## src/verilog/srt_pkg.sv

```systemverilog
`default_nettype none
package srt_pkg;
  // ----------------------------------------
  // register map
  // ----------------------------------------
  localparam logic [7:0] SRT_ADDR_CONTROL = 8'h91;
  localparam logic [7:0] SRT_ADDR_RELOAD_LOW = 8'h92;
  localparam logic [7:0] SRT_ADDR_RELOAD_HIGH = 8'h93;
  localparam logic [7:0] SRT_ADDR_COUNT_LOW = 8'h94;
  localparam logic [7:0] SRT_ADDR_COUNT_HIGH = 8'h95;
  localparam logic [7:0] SRT_RESET_VALUE = 8'h00;
  // ----------------------------------------
  // control fields
  // ----------------------------------------
  localparam int SRT_BIT_HIGH_FLAG = 7;
  localparam int SRT_BIT_LOW_FLAG = 6;
  localparam int SRT_BIT_LOW_IRQ_EN = 5;
  localparam int SRT_BIT_CAPTURE = 4;
  localparam int SRT_BIT_SPLIT = 3;
  localparam int SRT_BIT_RUN = 2;
  localparam int SRT_BIT_UNUSED = 1;
  localparam int SRT_BIT_EXT_SEL = 0;
  localparam logic [7:0] SRT_CONTROL_WMASK = 8'hFD;
  // ----------------------------------------
  // prescalers
  // ----------------------------------------
  localparam int SRT_SYS_DIV = 12;
  localparam int SRT_EXT_DIV = 8;
  localparam logic [3:0] SRT_SYS_DIV_LAST = 4'(SRT_SYS_DIV - 1);
  localparam logic [2:0] SRT_EXT_DIV_LAST = 3'(SRT_EXT_DIV - 1);
  localparam logic [7:0] SRT_BYTE_ONES = 8'hFF;
endpackage
`default_nettype wire

```

## src/verilog/srt_timer.sv

```systemverilog
// Function
// - 16-bit mode counts as one counter; on full wrap reloads and sets high flag.
// - 16-bit mode interrupts on full overflow, plus low wrap when low enable set.
// - split mode runs two 8-bit auto-reload timers, each reloading its own byte.
// - run bit gates whole timer in 16-bit mode, only high byte in split.
// - byte clock select 1 uses system clock, else ext select picks div12 or ext/8.
// - external oscillator is synchronized first, then divided by 8 for use as enable.
// - high flag set on high byte wrap; low flag set on low wrap always.
// - split mode interrupts on high overflow, and low overflow if enabled.
// - hardware never clears the flags; software clears and checks both.
// - setting high flag with interrupt enabled requests the service routine.
// - capture non-split: free 16-bit count, copy to reload on frame start.
// - capture split: two free 8-bit counts, both copied on frame start.
// - reload registers hold reload value, or captured bytes in capture mode.
// - ext select applies to both bytes; byte selects still choose system clock.
// - control bits: flags 7,6, low enable 5, capture 4, split 3, run 2, ext 0.
// - unused control bit 1 reads zero and ignores writes.
`default_nettype none
module srt_timer
  import srt_pkg::*;
(
  input wire logic ref_clk,
  input wire logic rstn,
  input wire logic [7:0] sfr_addr,
  input wire logic [7:0] sfr_wdata,
  input wire logic sfr_wr,
  input wire logic sfr_rd,
  output logic [7:0] sfr_rdata,
  input wire logic ext_osc_clk,
  input wire logic frame_start,
  input wire logic timer_irq_enable,
  input wire logic high_byte_clock_select,
  input wire logic low_byte_clock_select,
  output logic timer_irq
);

  // ----------------------------------------
  // prescaler and external clock sync
  // ----------------------------------------
  logic [3:0] sys_div;
  logic [3:0] next_sys_div;
  logic [2:0] ext_sync;
  logic [2:0] next_ext_sync;
  logic ext_level;
  logic next_ext_level;
  logic [2:0] ext_div;
  logic [2:0] next_ext_div;
  logic sys_tick;
  logic ext_tick;
  logic ext_edge;

  always_comb begin
    sys_tick = (sys_div == SRT_SYS_DIV_LAST);
    next_sys_div = sys_tick ? 4'h0 : sys_div + 4'h1;
    next_ext_sync = {ext_sync[1:0], ext_osc_clk};
    next_ext_level = ext_level;
    ext_edge = 1'b0;
    if (ext_sync[1] == ext_sync[2]) begin
      next_ext_level = ext_sync[2];
      ext_edge = ext_sync[2] & ~ext_level;
    end
    next_ext_div = ext_edge ? ext_div + 3'h1 : ext_div;
    ext_tick = ext_edge && (ext_div == SRT_EXT_DIV_LAST);
  end

  always_ff @(posedge ref_clk) begin
    if (!rstn) begin
      sys_div <= 4'h0;
      ext_sync <= 3'h0;
      ext_level <= 1'b0;
      ext_div <= 3'h0;
    end else begin
      sys_div <= next_sys_div;
      ext_sync <= next_ext_sync;
      ext_level <= next_ext_level;
      ext_div <= next_ext_div;
    end
  end

  // ----------------------------------------
  // timer core and registers
  // ----------------------------------------
  logic [7:0] control;
  logic [7:0] next_control;
  logic [7:0] reload_low;
  logic [7:0] next_reload_low;
  logic [7:0] reload_high;
  logic [7:0] next_reload_high;
  logic [7:0] count_low;
  logic [7:0] next_count_low;
  logic [7:0] count_high;
  logic [7:0] next_count_high;
  logic [7:0] next_rdata;
  logic next_irq;
  logic split_mode;
  logic capture_mode;
  logic run_control;
  logic ext_sel_tick;
  logic en_low;
  logic en_high;
  logic low_wrap;
  logic high_wrap;
  logic set_high;
  logic set_low;

  always_comb begin
    split_mode = control[SRT_BIT_SPLIT];
    capture_mode = control[SRT_BIT_CAPTURE];
    run_control = control[SRT_BIT_RUN];
    ext_sel_tick = control[SRT_BIT_EXT_SEL] ? ext_tick : sys_tick;
    en_low = low_byte_clock_select ? 1'b1 : ext_sel_tick;
    en_high = high_byte_clock_select ? 1'b1 : ext_sel_tick;
    if (split_mode) begin
      en_high = en_high & run_control;
    end else begin
      en_low = en_low & run_control;
      en_high = en_low;
    end
    low_wrap = en_low && (count_low == SRT_BYTE_ONES);
    if (split_mode) begin
      high_wrap = en_high && (count_high == SRT_BYTE_ONES);
    end else begin
      high_wrap = low_wrap && (count_high == SRT_BYTE_ONES);
    end
    set_high = high_wrap;
    set_low = low_wrap;

    next_count_low = count_low;
    next_count_high = count_high;
    if (split_mode) begin
      if (en_low) begin
        next_count_low = (low_wrap && !capture_mode) ? reload_low : count_low + 8'h01;
      end
      if (en_high) begin
        next_count_high = (high_wrap && !capture_mode) ? reload_high : count_high + 8'h01;
      end
    end else if (en_low) begin
      if (high_wrap && !capture_mode) begin
        next_count_low = reload_low;
        next_count_high = reload_high;
      end else begin
        next_count_low = count_low + 8'h01;
        next_count_high = low_wrap ? count_high + 8'h01 : count_high;
      end
    end

    next_reload_low = reload_low;
    next_reload_high = reload_high;
    if (capture_mode && frame_start) begin
      next_reload_low = count_low;
      next_reload_high = count_high;
    end

    next_control = control;
    if (sfr_wr) begin
      if (sfr_addr == SRT_ADDR_CONTROL) begin
        next_control = sfr_wdata & SRT_CONTROL_WMASK;
      end else if (sfr_addr == SRT_ADDR_RELOAD_LOW) begin
        next_reload_low = sfr_wdata;
      end else if (sfr_addr == SRT_ADDR_RELOAD_HIGH) begin
        next_reload_high = sfr_wdata;
      end else if (sfr_addr == SRT_ADDR_COUNT_LOW) begin
        next_count_low = sfr_wdata;
      end else if (sfr_addr == SRT_ADDR_COUNT_HIGH) begin
        next_count_high = sfr_wdata;
      end
    end
    // set wins over a software clear in the same cycle
    if (set_high) begin
      next_control[SRT_BIT_HIGH_FLAG] = 1'b1;
    end
    if (set_low) begin
      next_control[SRT_BIT_LOW_FLAG] = 1'b1;
    end

    next_rdata = sfr_rdata;
    if (sfr_rd) begin
      if (sfr_addr == SRT_ADDR_CONTROL) begin
        next_rdata = control & SRT_CONTROL_WMASK;
      end else if (sfr_addr == SRT_ADDR_RELOAD_LOW) begin
        next_rdata = reload_low;
      end else if (sfr_addr == SRT_ADDR_RELOAD_HIGH) begin
        next_rdata = reload_high;
      end else if (sfr_addr == SRT_ADDR_COUNT_LOW) begin
        next_rdata = count_low;
      end else if (sfr_addr == SRT_ADDR_COUNT_HIGH) begin
        next_rdata = count_high;
      end else begin
        next_rdata = 8'h00;
      end
    end

    // interrupt follows flags (level) plus a frame capture pulse
    next_irq = timer_irq_enable && (next_control[SRT_BIT_HIGH_FLAG]
      || (next_control[SRT_BIT_LOW_FLAG] && next_control[SRT_BIT_LOW_IRQ_EN])
      || (capture_mode && frame_start));
  end

  always_ff @(posedge ref_clk) begin
    if (!rstn) begin
      control <= SRT_RESET_VALUE;
      reload_low <= SRT_RESET_VALUE;
      reload_high <= SRT_RESET_VALUE;
      count_low <= SRT_RESET_VALUE;
      count_high <= SRT_RESET_VALUE;
      sfr_rdata <= 8'h00;
      timer_irq <= 1'b0;
    end else begin
      control <= next_control;
      reload_low <= next_reload_low;
      reload_high <= next_reload_high;
      count_low <= next_count_low;
      count_high <= next_count_high;
      sfr_rdata <= next_rdata;
      timer_irq <= next_irq;
    end
  end

endmodule
`default_nettype wire

```

## config.mk

```make
export PLATFORM = sky130hd
export DESIGN_NAME = srt_timer
export DESIGN_NICKNAME = d
export VERILOG_FILES = /design/src/verilog/srt_pkg.sv /design/src/verilog/srt_timer.sv
export SDC_FILE = /design/constraint.sdc
export NUM_CORES = 1
export LEC_CHECK = 0
export ABC_AREA = 1
export BUFFER_PORTS_ARGS = -buffer_cell sky130_fd_sc_hd__buf_2
export CAP_MARGIN = 20
export CELL_PAD_IN_SITES_DETAIL_PLACEMENT = 2
export CELL_PAD_IN_SITES_GLOBAL_PLACEMENT = 2
export CORE_UTILIZATION = 33
export DETAILED_ROUTE_END_ITERATION = 10
export PLACE_DENSITY_LB_ADDON = 0.1
export REMOVE_ABC_BUFFERS = 1
export SETUP_SLACK_MARGIN = 0.4
export SLEW_MARGIN = 20
export SYNTH_ARGS = -nofsm -noshare
export SYNTH_HDL_FRONTEND = slang
export SYNTH_SLANG_ARGS = --single-unit
export TNS_END_PERCENT = 50
```

## constraint.sdc

```tcl
create_clock -name ref_clk -period 2.4 [get_ports ref_clk]
set_input_delay 0.12 -clock ref_clk [delete_from_list [all_inputs] [get_ports ref_clk]]
set_output_delay 0.12 -clock ref_clk [all_outputs]
set_load 0.05 [all_outputs]
```

# --- Yosys cells after proc, flatten, opt, wreduce, memory -nomap -nowiden ---
# Cells that the tools add are included.
word_totals:
  reg_bits: 59
  word_cells: 92
op_classes:
  addsub: 4
  eq_ne: 10
  muxes: 47
  bitwise: 5
  reduce_logical: 14
op_table:
  columns: ["operator", "n"]
  rows:
  - ["$mux 8", 38]
  - ["$eq 8x8->1 const B", 7]
  - ["$add 8x1->8 const B", 2]
  - ["$logic_and 1x1->1", 9]
  - ["$mux 1", 9]
  - ["$add 4x1->4 const B", 1]
  - ["$eq 4x4->1 const B", 1]
  - ["$add 3x1->3 const B", 1]
  - ["$and 1x1->1", 3]
  - ["$eq 3x3->1 const B", 1]
  - ["$logic_or 1x1->1", 2]
  - ["$not 1->1", 2]
  - ["$reduce_and 2->1", 1]
  - ["$reduce_or 2->1", 1]
  - ["$eq 1x1->1", 1]
  - ["$logic_not 1->1", 1]

# --- Logic depth before layout (Yosys ltp) ---
# Gate-level depths: netlist (run 1).
logic_depth:
  word_depth: 21
  depth_mapped: 17

# --- Worst setup path after synthesis (run 1) ---
# Ideal clock, no wire load.
synth_path:
  path_kind: "flip-flop to flip-flop"
  start: "reg ext_div[0]"
  end: "reg count_high[3]"
  setup_time_ns: 0.117
  arrival_ns: 1.735
  setup_slack_ns: 0.548
  path_stages_with_launch: 18
  synth_period_minus_slack_ns: 1.852
  cell_sequence: "dfxtp_1 ha_1 ha_1 nand2_1 inv_1 nand2_2 nand3_2 nand3_2 buf_2 clkinv_2 nand2_1 o21ai_0 nand2_1 nand3_1 nand2_1 nor2_1 nor2_1 nor2_1"
synth_via:
  elab_chain_cells: 19
  elab_cells_between_ends: 26
synth_rtl:
  columns: ["element", "line_no", "rtl"]
  rows:
  - ["from (decl)", "srt_timer.sv:46", "logic [2:0] ext_div;"]
  - ["from (signal assigned)", "srt_timer.sv:76", "ext_div <= next_ext_div;"]
  - ["$eq 3x3->1 *", "srt_timer.sv:63", "ext_tick = ext_edge && (ext_div == SRT_EXT_DIV_LAST);"]
  - ["$logic_and 1x1->1 *", "srt_timer.sv:63", null]
  - ["$mux 1 *", "srt_timer.sv:110", "ext_sel_tick = control[SRT_BIT_EXT_SEL] ? ext_tick : sys_tick;"]
  - ["$mux 1", "srt_timer.sv:111", "en_low = low_byte_clock_select ? 1'b1 : ext_sel_tick;"]
  - ["$and 1x1->1", "srt_timer.sv:116", "en_low = en_low & run_control;"]
  - ["$mux 1", "srt_timer.sv:113", "if (split_mode) begin"]
  - ["$logic_and 1x1->1", "srt_timer.sv:119", "low_wrap = en_low && (count_low == SRT_BYTE_ONES);"]
  - ["$logic_and 1x1->1", "srt_timer.sv:123", "high_wrap = low_wrap && (count_high == SRT_BYTE_ONES);"]
  - ["[... 3 more ...]", null, null]
  - ["$mux 8, on equally long branches", "srt_timer.sv:137, srt_timer.sv:134", null]
  - ["$mux 8 *", "srt_timer.sv:130", "if (split_mode) begin"]
  - ["$mux 8", "srt_timer.sv:164", "end else if (sfr_addr == SRT_ADDR_COUNT_HIGH) begin"]
  - ["$mux 8", "srt_timer.sv:162", "end else if (sfr_addr == SRT_ADDR_COUNT_LOW) begin"]
  - ["$mux 8", "srt_timer.sv:160", "end else if (sfr_addr == SRT_ADDR_RELOAD_HIGH) begin"]
  - ["$mux 8", "srt_timer.sv:158", "end else if (sfr_addr == SRT_ADDR_RELOAD_LOW) begin"]
  - ["$mux 8", "srt_timer.sv:156", "if (sfr_addr == SRT_ADDR_CONTROL) begin"]
  - ["$mux 8 *", "srt_timer.sv:155", "if (sfr_wr) begin"]
  - ["to (signal assigned)", "srt_timer.sv:213", "count_high <= next_count_high;"]
  - ["to (decl)", "srt_timer.sv:91", "logic [7:0] count_high;"]
# Mark *: on every way between the ends. The rest lies on a longest branch, timed or not.
# A chain may end at the register's enable or synchronous reset.

# --- Worst setup path after layout (run 1) ---
layout_path:
  start: "reg ext_div[0]"
  end: "reg count_high[5]"
# The elaborated chain is that of the path after synthesis.

==> impl_metrics.csv, run 1 <==
group,metric,value,unit
setup_path,cp_slowest_cell,"dfxtp_2",
sta,post-route-period-util,0.854,
global_routing,grt_pass1_wl,25500,um
yosys,yosysSeqAreaShare,0.317,
drt,drc,0,
floorplanning,start_util,0.341,
setup_path,worstPathArrival,2.29,ns
cts,cts_root_buf,"clkbuf_16",
sta,worst_pin_slew,0.983,ns
setup_path,endpoint_kind,"register",
sta,fin_skew,0.00878,ns
setup_path,crit_path_start_kind,"register",
min_path,hp-class,"in -> reg",
setup_path,critPathKind,"reg -> reg",
sta,slew_violations,0,
placed_design,dp_hpwl,11300,um
placed_design,io_buffers,33,
drt,drtPass1Iterations,4,
setup_path,crit_end,"count_high[5]$_SDFF_PN0_",
drt,antenna_left,0,
setup_path,path_depth,16,
pwr,power_leakage,1.91,nW
sta,final_hold_viol_count,0,
finish,fin_area,4730,um^2
floorplanning,die_area,11700,um^2
finish,diodes,0,
finish,multi_input_area,2330,um^2
floorplanning,core_area,10900,um^2
cts,cts_tree,"done",
sta,fmax,488,MHz
yosys,netlist_area,3730,um^2
setup_path,critPathLaunch,"ext_div[0]$_SDFFE_PN0P_",
pwr,ir_drop,0.000562,V
sta,max_slew_margin,0.344,
sta,fin_crit,2.05,ns
yosys,synth_top_area_frac,0.317,
sta,final-setup-viol-count,0,
drt,wl,16800,um
setup_path,path_max_fanout,7,
setup_path,r2r-start,"ext_div[0]$_SDFFE_PN0P_",
yosys,avgSynthCellArea,6.61,um^2
yosys,synthTopCellsByArea,"dfxtp_1 (32%), nand2_1 (12%), a21oi_1 (7.8%), nand3_1 (7.5%), o21ai_0 (5.6%)",
setup_path,r2r_end,"count_high[5]$_SDFF_PN0_",
global_routing,gr-total-overflow,0,
floorplanning,die_h,108,um
finish,layout-drive-gt1-share,0.209,
pwr,p_per_area,550,nW/um^2
cts,cts_buffers,9,
finish,syn2layout_area_growth,27.0,%
placed_design,gp_congestion,0.833,
cts,clk_path_buf_depth,2,
outcome,status,"finished clean",
min_path,holdPathStages,3,
floorplanning,die_w,108,um
setup_path,r2r_slack,0.35,ns
setup_path,crit_family,"simple AND/OR/NAND/NOR gates",
global_routing,grt_max_degree,35,
cts,path_clk_slew,0.06,ns
drt,drtIter0Drc,158,
floorplanning,num_io_pins,34,
setup_path,worst-endpoint-required,2.64,ns
setup_path,crit_chain,"ha_4 > ha_4 > nand2_2 > inv_2 > nand2_4 > nand3_4 > nand2_8 > a21oi_4 > nand3_4 > buf_8 > nand2_1 > nand3_1 > nand2_1 > nor2_1 > nor2_2 > nor2_1",
drt,viasPerCell,5.70,
setup_path,reg2reg_depth,16,
yosys,synth_top_area_cell,"dfxtp_1",
flow_run,drv_cap,0,
cts,clock-sinks,59,
finish,fill_cells,1315,
yosys,ys_warn_count,0,
cts,clk_latency,0.35,ns
sta,whs,0.118,ns
floorplanning,num_rows,38,
global_routing,grt_pass1_vias,4609,
sta,fin_setup_tns,0,ns
cts,htree_levels,3,
pwr,p_total,2.60,mW
drt,wire_per_inst,22.2,um
yosys,netlist_instances,564,
global_routing,antenna_found_initial,0,
drt,vias,4316,
sta,rsz0062_at_grt,"true",
finish,final_net_count,643,
yosys,ys_seq_elements,59,
setup_path,worstPathBufferInverterCount,2,
global_routing,track_usage,0.297,
placed_design,place_area,4100,um^2
finish,seq_area,1190,um^2
setup_path,cp_slowest_stage_delay,0.35,ns
yosys,synth_cell_type_count,40,
-- how the worst min path moves through the flow --
stage / startpoint / endpoint
global route: sfr_wdata[6] / reload_high[6]$_SDFF_PN0_
global placement: ext_osc_clk / ext_sync[0]$_SDFF_PN0_
floorplan: rstn / ext_sync[0]$_SDFF_PN0_
CTS: sfr_wdata[4] / reload_high[4]$_SDFF_PN0_
finish: sfr_wdata[6] / reload_low[6]$_SDFF_PN0_
detailed placement: ext_osc_clk / ext_sync[0]$_SDFF_PN0_
-- through the flow --
step,util,cells,setup WS (ns)
floorplan,-,537,0.00247
global placement,0.374,731,0.382
detailed placement,0.374,731,0.272
CTS,0.426,755,0.381
global route,0.433,757,0.234
finish,0.433,757,0.351
-- routing by layer --
layer	up-vias	wire length, um	track usage
met5	-	0	0
li1	2020	-	-
met2	107	8440	0.526
met1	2162	7120	0.360
met3	27	794	0.0482
met4	0	425	0.110
-- power by group --
group / switching (mW) / total [mW] / internal [mW]
Sequential: 0.00873 / 1.00 / 0.991
Combinational: 0.105 / 0.152 / 0.0472
Clock: 0.493 / 1.45 / 0.959
-- area by class of cell --
cell class,instances,area share
Timing Repair Buffer,65,0.0992
Clock inverter,4,0.0156
Multi-Input combinational cell,417,0.493
Inverter,61,0.0500
Sequential cell,59,0.252
Tap cell,140,0.0370
Clock buffer,11,0.0534
-- timing repair --
item,CTS,global route
pin swaps,9,13
hold buffers,2,0
hold endpoints to repair,2,0
buffers inserted,6,2
resized for setup,36,17
setup endpoints to repair,17,16
gates cloned,1,0
-- cell families after synthesis --
| family | after synthesis | synth area share |
|---|---|---|
| AOI/OAI and AO/OA | 140 | 0.219 |
| buffers and inverters | 88 | 0.0967 |
| and+or+nand+nor | 259 | 0.320 |
| adders and majority gates | 5 | 0.0168 |
| xor gates and xnor gates | 13 | 0.0305 |
| DFF | 59 | 0.317 |
-- flip-flops by register name (all words and copies together) (netlist names) --
| signal | count |
|---|---|
| count_high | 8 |
| sfr_rdata | 8 |
| ext_level | 1 |
| reload_high | 8 |
| sys_div | 4 |
| ext_div | 3 |
| control | 7 |
| count_low | 8 |
| reload_low | 8 |
| timer_irq | 1 |
| ext_sync | 3 |
-- cell usage in the layout, fill, tap and decap left out, types with 6 or more instances in the layout --
cell type / count
dfxtp_1: 53
buf_4: 23
nor2_1: 39
o21ai_1: 8
nand4_1: 12
nand2_1: 119
inv_2: 7
a21oi_1: 56
xor2_1: 12
o22ai_1: 6
nor3_1: 7
inv_1: 52
clkbuf_16: 9
nand3_1: 54
o21ai_0: 38
buf_2: 33
a311oi_1: 16
-- worst register-to-register path, cell delays in order (launching register included) --
cell and delay [ns]:
dfxtp_2 0.35, ha_4 0.15, ha_4 0.12, nand2_2 0.05
inv_2 0.09, nand2_4 0.08, nand3_4 0.12, nand2_8 0.07
a21oi_4 0.19, nand3_4 0.15, buf_8 0.19, nand2_1 0.06
nand3_1 0.08, nand2_1 0.09, nor2_1 0.05, nor2_2 0.09
nor2_1 0.04
-- cell usage after synthesis (all sizes together) --
cell type and count:
a211o 1, a21oi 60, a221oi 1, a311oi 16, a31oi 2, a41oi 3, buf 10, clkbuf 17
clkinv 1, dfxtp 59, ha 5, inv 60, nand2 129, nand3 62, nand4 12, nor2 44
nor3 9, nor4 1, o211ai 2, o21ai 47, o221ai 2, o22ai 6, or2 2, xnor2 1
xor2 12
Power figures use the tool's default switching activity.
==> run 2: changes to the inputs <==
--- a/config.mk
+++ b/config.mk
@@ -12,6 +12,7 @@
 export CELL_PAD_IN_SITES_GLOBAL_PLACEMENT = 2
 export CORE_UTILIZATION = 33
 export DETAILED_ROUTE_END_ITERATION = 10
+export MAX_ROUTING_LAYER = met4
 export PLACE_DENSITY_LB_ADDON = 0.1
 export REMOVE_ABC_BUFFERS = 1
 export SETUP_SLACK_MARGIN = 0.4
==> run 2 against run 1 <==
  * Maximum frequency hardly changed
  * Global-route usage is 3.1 points higher
  * Wire length is 5.2% higher
  * Combinational power hardly changed
  * Largest power group unchanged
==> impl_metrics.csv, run 2 (synthesis results as in run 1) <==
group,metric,value,unit
sta,whs,0.110,ns
setup_path,worstPathArrival,2.28,ns
finish,final_net_count,648,
drt,wl,17600,um
pwr,power_leakage,1.95,nW
drt,wire_per_inst,23.1,um
floorplanning,start_util,0.341,
setup_path,cp_slowest_cell,"dfxtp_2",
cts,clock-sinks,59,
cts,clk_latency,0.35,ns
sta,fin_skew,0.00635,ns
global_routing,grt_pass1_vias,4861,
sta,fin_ws,0.349,ns
drt,drc,0,
setup_path,crit_chain,"ha_4 > ha_4 > nand2_2 > inv_2 > nand2_2 > nand3_2 > nand2_4 > a21oi_4 > nand3_4 > buf_6 > clkbuf_16 > nand2_1 > nand3_1 > nand2_1 > a21oi_1",
cts,clk_path_buf_depth,2,
pwr,p_per_area,554,nW/um^2
global_routing,antenna_found_initial,0,
sta,fin_setup_tns,0,ns
setup_path,critPathKind,"reg -> reg",
sta,slew_violations,0,
pwr,p_total,2.67,mW
flow_run,drv_cap,0,
pwr,ir_drop,0.000360,V
setup_path,worst-endpoint-required,2.63,ns
min_path,hp-class,"in -> reg",
global_routing,track_usage,0.328,
sta,final_hold_viol_count,0,
cts,cts_root_buf,"clkbuf_16",
floorplanning,num_rows,38,
drt,drtPass1Iterations,6,
outcome,status,"finished clean",
setup_path,crit_path_start_kind,"register",
finish,diodes,0,
global_routing,gr-total-overflow,0,
placed_design,io_buffers,33,
placed_design,gp_congestion,0.885,
sta,final-setup-viol-count,0,
cts,htree_levels,3,
sta,worst_pin_slew,0.921,ns
floorplanning,num_io_pins,34,
global_routing,grt_max_degree,35,
sta,fmax,488,MHz
drt,antenna_left,0,
global_routing,grt_pass1_wl,27300,um
finish,final_common_cell,"nand2_1",
cts,cts_buffers,9,
floorplanning,die_h,108,um
cts,path_clk_slew,0.05,ns
placed_design,dp_hpwl,11700,um
finish,layout-drive-gt1-share,0.228,
setup_path,path_max_fanout,5,
sta,max_slew_margin,0.385,
floorplanning,core_area,10900,um^2
drt,viasPerCell,5.79,
setup_path,endpoint_kind,"register",
drt,vias,4418,
drt,drtIter0Drc,217,
floorplanning,die_area,11700,um^2
finish,fin_area,4820,um^2
placed_design,post-place-ws,0.205,ns
sta,fin_crit,2.05,ns
setup_path,cp_slowest_stage_delay,0.35,ns
sta,post-route-period-util,0.855,
floorplanning,die_w,108,um
placed_design,place_area,4100,um^2
finish,syn2layout_area_growth,29.2,%
cts,cts_tree,"done",
sta,rsz0062_at_grt,"true",
finish,layout_common_cells,"nand2_1 (115), a21oi_1 (56), dfxtp_1 (54)",
run 2: changes by cell type in the layout (fill, tap and decap cells not counted), moves of 4 or more:
cell and delta:
nand3_1 -5, nand2_1 -4, o21ai_1 -5, nand2_2 +4, o21ai_0 +4, buf_4 +6, nand3_2 +8
run 2: layout make-up:
type | instances | area (um^2)
fill | 1297 | 6120
multi-input combinational | 417 | 2340
sequential | 59 | 1190
timing repair buffer | 70 | 526
clock buffer | 11 | 243
inverter | 61 | 238
tap | 140 | 175
clock inverter | 5 | 100
run 2: worst paths after layout:
check / startpoint / endpoint / slack (ns) / depth (start not counted)
setup reg to reg: ext_div[1]$_SDFFE_PN0P_ / count_low[7]$_SDFF_PN0_ / 0.35 / 15
hold / removal: sfr_wdata[1] / reload_high[1]$_SDFF_PN0_ / 0.11 / 3
setup / recovery: ext_div[1]$_SDFFE_PN0P_ / count_low[7]$_SDFF_PN0_ / 0.35 / 15
hold reg to reg: ext_sync[0]$_SDFF_PN0_ / ext_sync[1]$_SDFF_PN0_ / 0.42 / 2
run 2: what timing repair did:
item / in CTS / in global routing
cloned: 2 / 1
pin swaps: 13 / 16
gates resized for setup: 40 / 12
hold endpoints to repair: 2 / 0
buffers inserted: 8 / 3
endpoints found under the setup margin: 14 / 17
hold buffers: 2 / 0
run 2: layer usage:
layer	track usage	vias up	wire, um
li1	-	2035	-
met1	0.378	2209	7510
met2	0.548	132	8710
met3	0.0555	42	782
met4	0.164	0	643
met5	-	-	0
run 2: power by group:
group | switching [mW] | internal (mW)
combinational | 0.104 | 0.0468
clock | 0.480 | 1.04
sequential | 0.0101 | 0.990
total | 0.594 | 2.07
run 2: critical path: cells and delay by family, from the launching register on:
family	cells	cell delay, ns
compound gates	2	0.23
simple gates	8	0.67
buf+inv	3	0.40
flops	1	0.35
fa+ha+maj	2	0.25
run 2: per-stage QoR:
step | cells | util
final | 763 | 0.441
after global routing | 763 | 0.441
after CTS | 759 | 0.432
after detailed placement | 731 | 0.374
after global placement | 731 | 0.374
after floorplan | 537 | -
==> run 3: changes to the inputs <==
--- a/config.mk
+++ b/config.mk
@@ -13,7 +13,7 @@
 export CORE_UTILIZATION = 33
 export DETAILED_ROUTE_END_ITERATION = 10
 export MAX_ROUTING_LAYER = met4
-export PLACE_DENSITY_LB_ADDON = 0.1
+export PLACE_DENSITY = 0.83
 export REMOVE_ABC_BUFFERS = 1
 export SETUP_SLACK_MARGIN = 0.4
 export SLEW_MARGIN = 20
==> run 3 against run 2 <==
  * Critical path depth decreased by 2
  * Via count rose by 6.0%
  * Count of clock-buffer cells in the layout increased by 3
  * Register-to-register slack worse by 0.12 ns
  * Cell area is 0.29% lower
  * Non-clock buffer count is 2 higher
  * Sequential power about the same
  * Sequential share of layout area rose by 0.15 points
  * Largest power group unchanged
  * Clock power is 8% lower
  * Utilization down 0.13 points
==> impl_metrics.csv, run 3 (synthesis results as in run 1) <==
group,metric,value,unit
finish,syn2layout_area_growth,28.9,%
global_routing,antenna_found_initial,0,
placed_design,io_buffers,33,
setup_path,path_max_fanout,6,
pwr,ir_drop,0.000431,V
cts,cts_root_buf,"clkbuf_16",
global_routing,grt_pass1_wl,29900,um
placed_design,post-place-ws,0.260,ns
min_path,hp-class,"in -> reg",
sta,fin_ws,0.234,ns
sta,final-setup-viol-count,0,
setup_path,critPathKind,"reg -> reg",
setup_path,worst-endpoint-required,2.64,ns
setup_path,endpoint_kind,"register",
floorplanning,die_area,11700,um^2
setup_path,cp_slowest_cell,"dfxtp_4",
pwr,combPwrFrac,0.061,
placed_design,place_inst,729,
cts,cts_buffers,9,
drt,viasPerCell,6.13,
flow_run,drv_cap,0,
pwr,internal_power,1.95,mW
pwr,power_frac_seq,0.391,
sta,rsz0062_at_grt,"true",
finish,fin_area,4800,um^2
sta,final_hold_viol_count,0,
floorplanning,core_area,10900,um^2
global_routing,grt_max_degree,35,
floorplanning,die_h,108,um
cts,clk_path_buf_depth,2,
pwr,switching_power,0.612,mW
sta,fin_skew,0.0130,ns
pwr,p_clk_frac,0.548,
cts,clk_latency,0.34,ns
setup_path,crit_family,"simple AND/OR/NAND/NOR gates",
drt,antenna_left,0,
finish,finish.utilization,0.439,
pwr,netSwitchingFraction,0.239,
drt,drtIter0Drc,315,
setup_path,cp_slowest_stage_delay,0.39,ns
cts,path_clk_slew,0.06,ns
pwr,p_total,2.56,mW
setup_path,reg2reg_depth,13,
outcome,status,"finished clean",
sta,fin_setup_tns,0,ns
finish,final_net_count,650,
finish,layout-drive-gt1-share,0.245,
global_routing,gr-total-overflow,0,
setup_path,worstPathBufferInverterCount,2,
setup_path,crit_path_start_kind,"register",
floorplanning,num_rows,38,
cts,clock-sinks,59,
setup_path,path_depth,13,
pwr,p_per_area,533,nW/um^2
sta,slew_violations,0,
cts,htree_levels,3,
drt,wl,19300,um
placed_design,dp_hpwl,11400,um
finish,final_common_cell,"nand2_1",
floorplanning,die_w,108,um
cts,cts_tree,"done",
drt,wire_per_inst,25.2,um
sta,post-route-period-util,0.903,
min_path,holdPathStages,3,
drt,drc,0,
floorplanning,start_util,0.341,
placed_design,place_area,4080,um^2
sta,whs,0.00391,ns
pwr,power_leakage,1.94,nW
drt,drtPass1Iterations,5,
drt,vias,4682,
sta,max_slew_margin,0.364,
setup_path,worstPathArrival,2.40,ns
placed_design,gp_congestion,0.890,
finish,fin_cells,764,
floorplanning,num_io_pins,34,
sta,fmax,462,MHz
finish,layout_common_cells,"nand2_1 (114), a21oi_1 (54), inv_1 (51), dfxtp_1 (51), nand3_1 (50)",
sta,fin_crit,2.17,ns
sta,worst_pin_slew,0.954,ns
global_routing,grt_pass1_vias,5187,
finish,diodes,0,
setup_path,crit_chain,"ha_4 > nand3_4 > nor3_4 > nand3_2 > a21oi_4 > nand3_4 > buf_6 > nand2_1 > nand3_1 > nand2_1 > nand3_2 > nand2_2 > inv_1",
global_routing,track_usage,0.359,
## run 3: power groups by stage
stage               combinational [mW]  clock (mW)  sequential, mW
floorplan                       0.0509           0            1.03
global placement                 0.132           0            1.02
detailed placement               0.140           0            1.02
CTS                              0.151        1.41            1.00
global route                     0.169        1.45            1.00
finish                           0.157        1.40            1.00
## run 3: final cells by class
type / count / area, um^2
clock inverter: 1 / 30.0
inverter: 61 / 236
timing repair buffer: 72 / 493
multi-input combinational: 417 / 2390
fill: 1281 / 6130
clock buffer: 14 / 284
tap: 140 / 175
sequential: 59 / 1200
## run 3: path summary, 6_finish.rpt
kind	slack, ns	endpoint	start
min reg2reg	0.42	ext_sync[1]$_SDFF_PN0_	ext_sync[0]$_SDFF_PN0_
min	0.004	timer_irq$_SDFF_PN0_	timer_irq_enable
max	0.23	count_high[0]$_SDFF_PN0_	count_high[0]$_SDFF_PN0_
max reg2reg	0.23	count_high[0]$_SDFF_PN0_	count_high[0]$_SDFF_PN0_
## run 3: routing by layer
layer,vias to the layer above,GRT usage,part of all wire
met5,-,-,0
met4,0,0.235,0.046
met3,67,0.0530,0.060
met2,207,0.593,0.49
met1,2375,0.403,0.40
li1,2033,-,-
## run 3: what timing repair did
item	in CTS	in global routing
buffers inserted	16	1
hold buffers	1	0
resized for setup	54	11
gates cloned	2	0
hold endpoints to repair	1	0
pin swaps	25	9
endpoints found under the setup margin	17	15
## run 3: worst min-delay path, cell delays in order
cell,delay (ns)
buf_2,0.09
nand2_1,0.05
a21oi_1,0.03
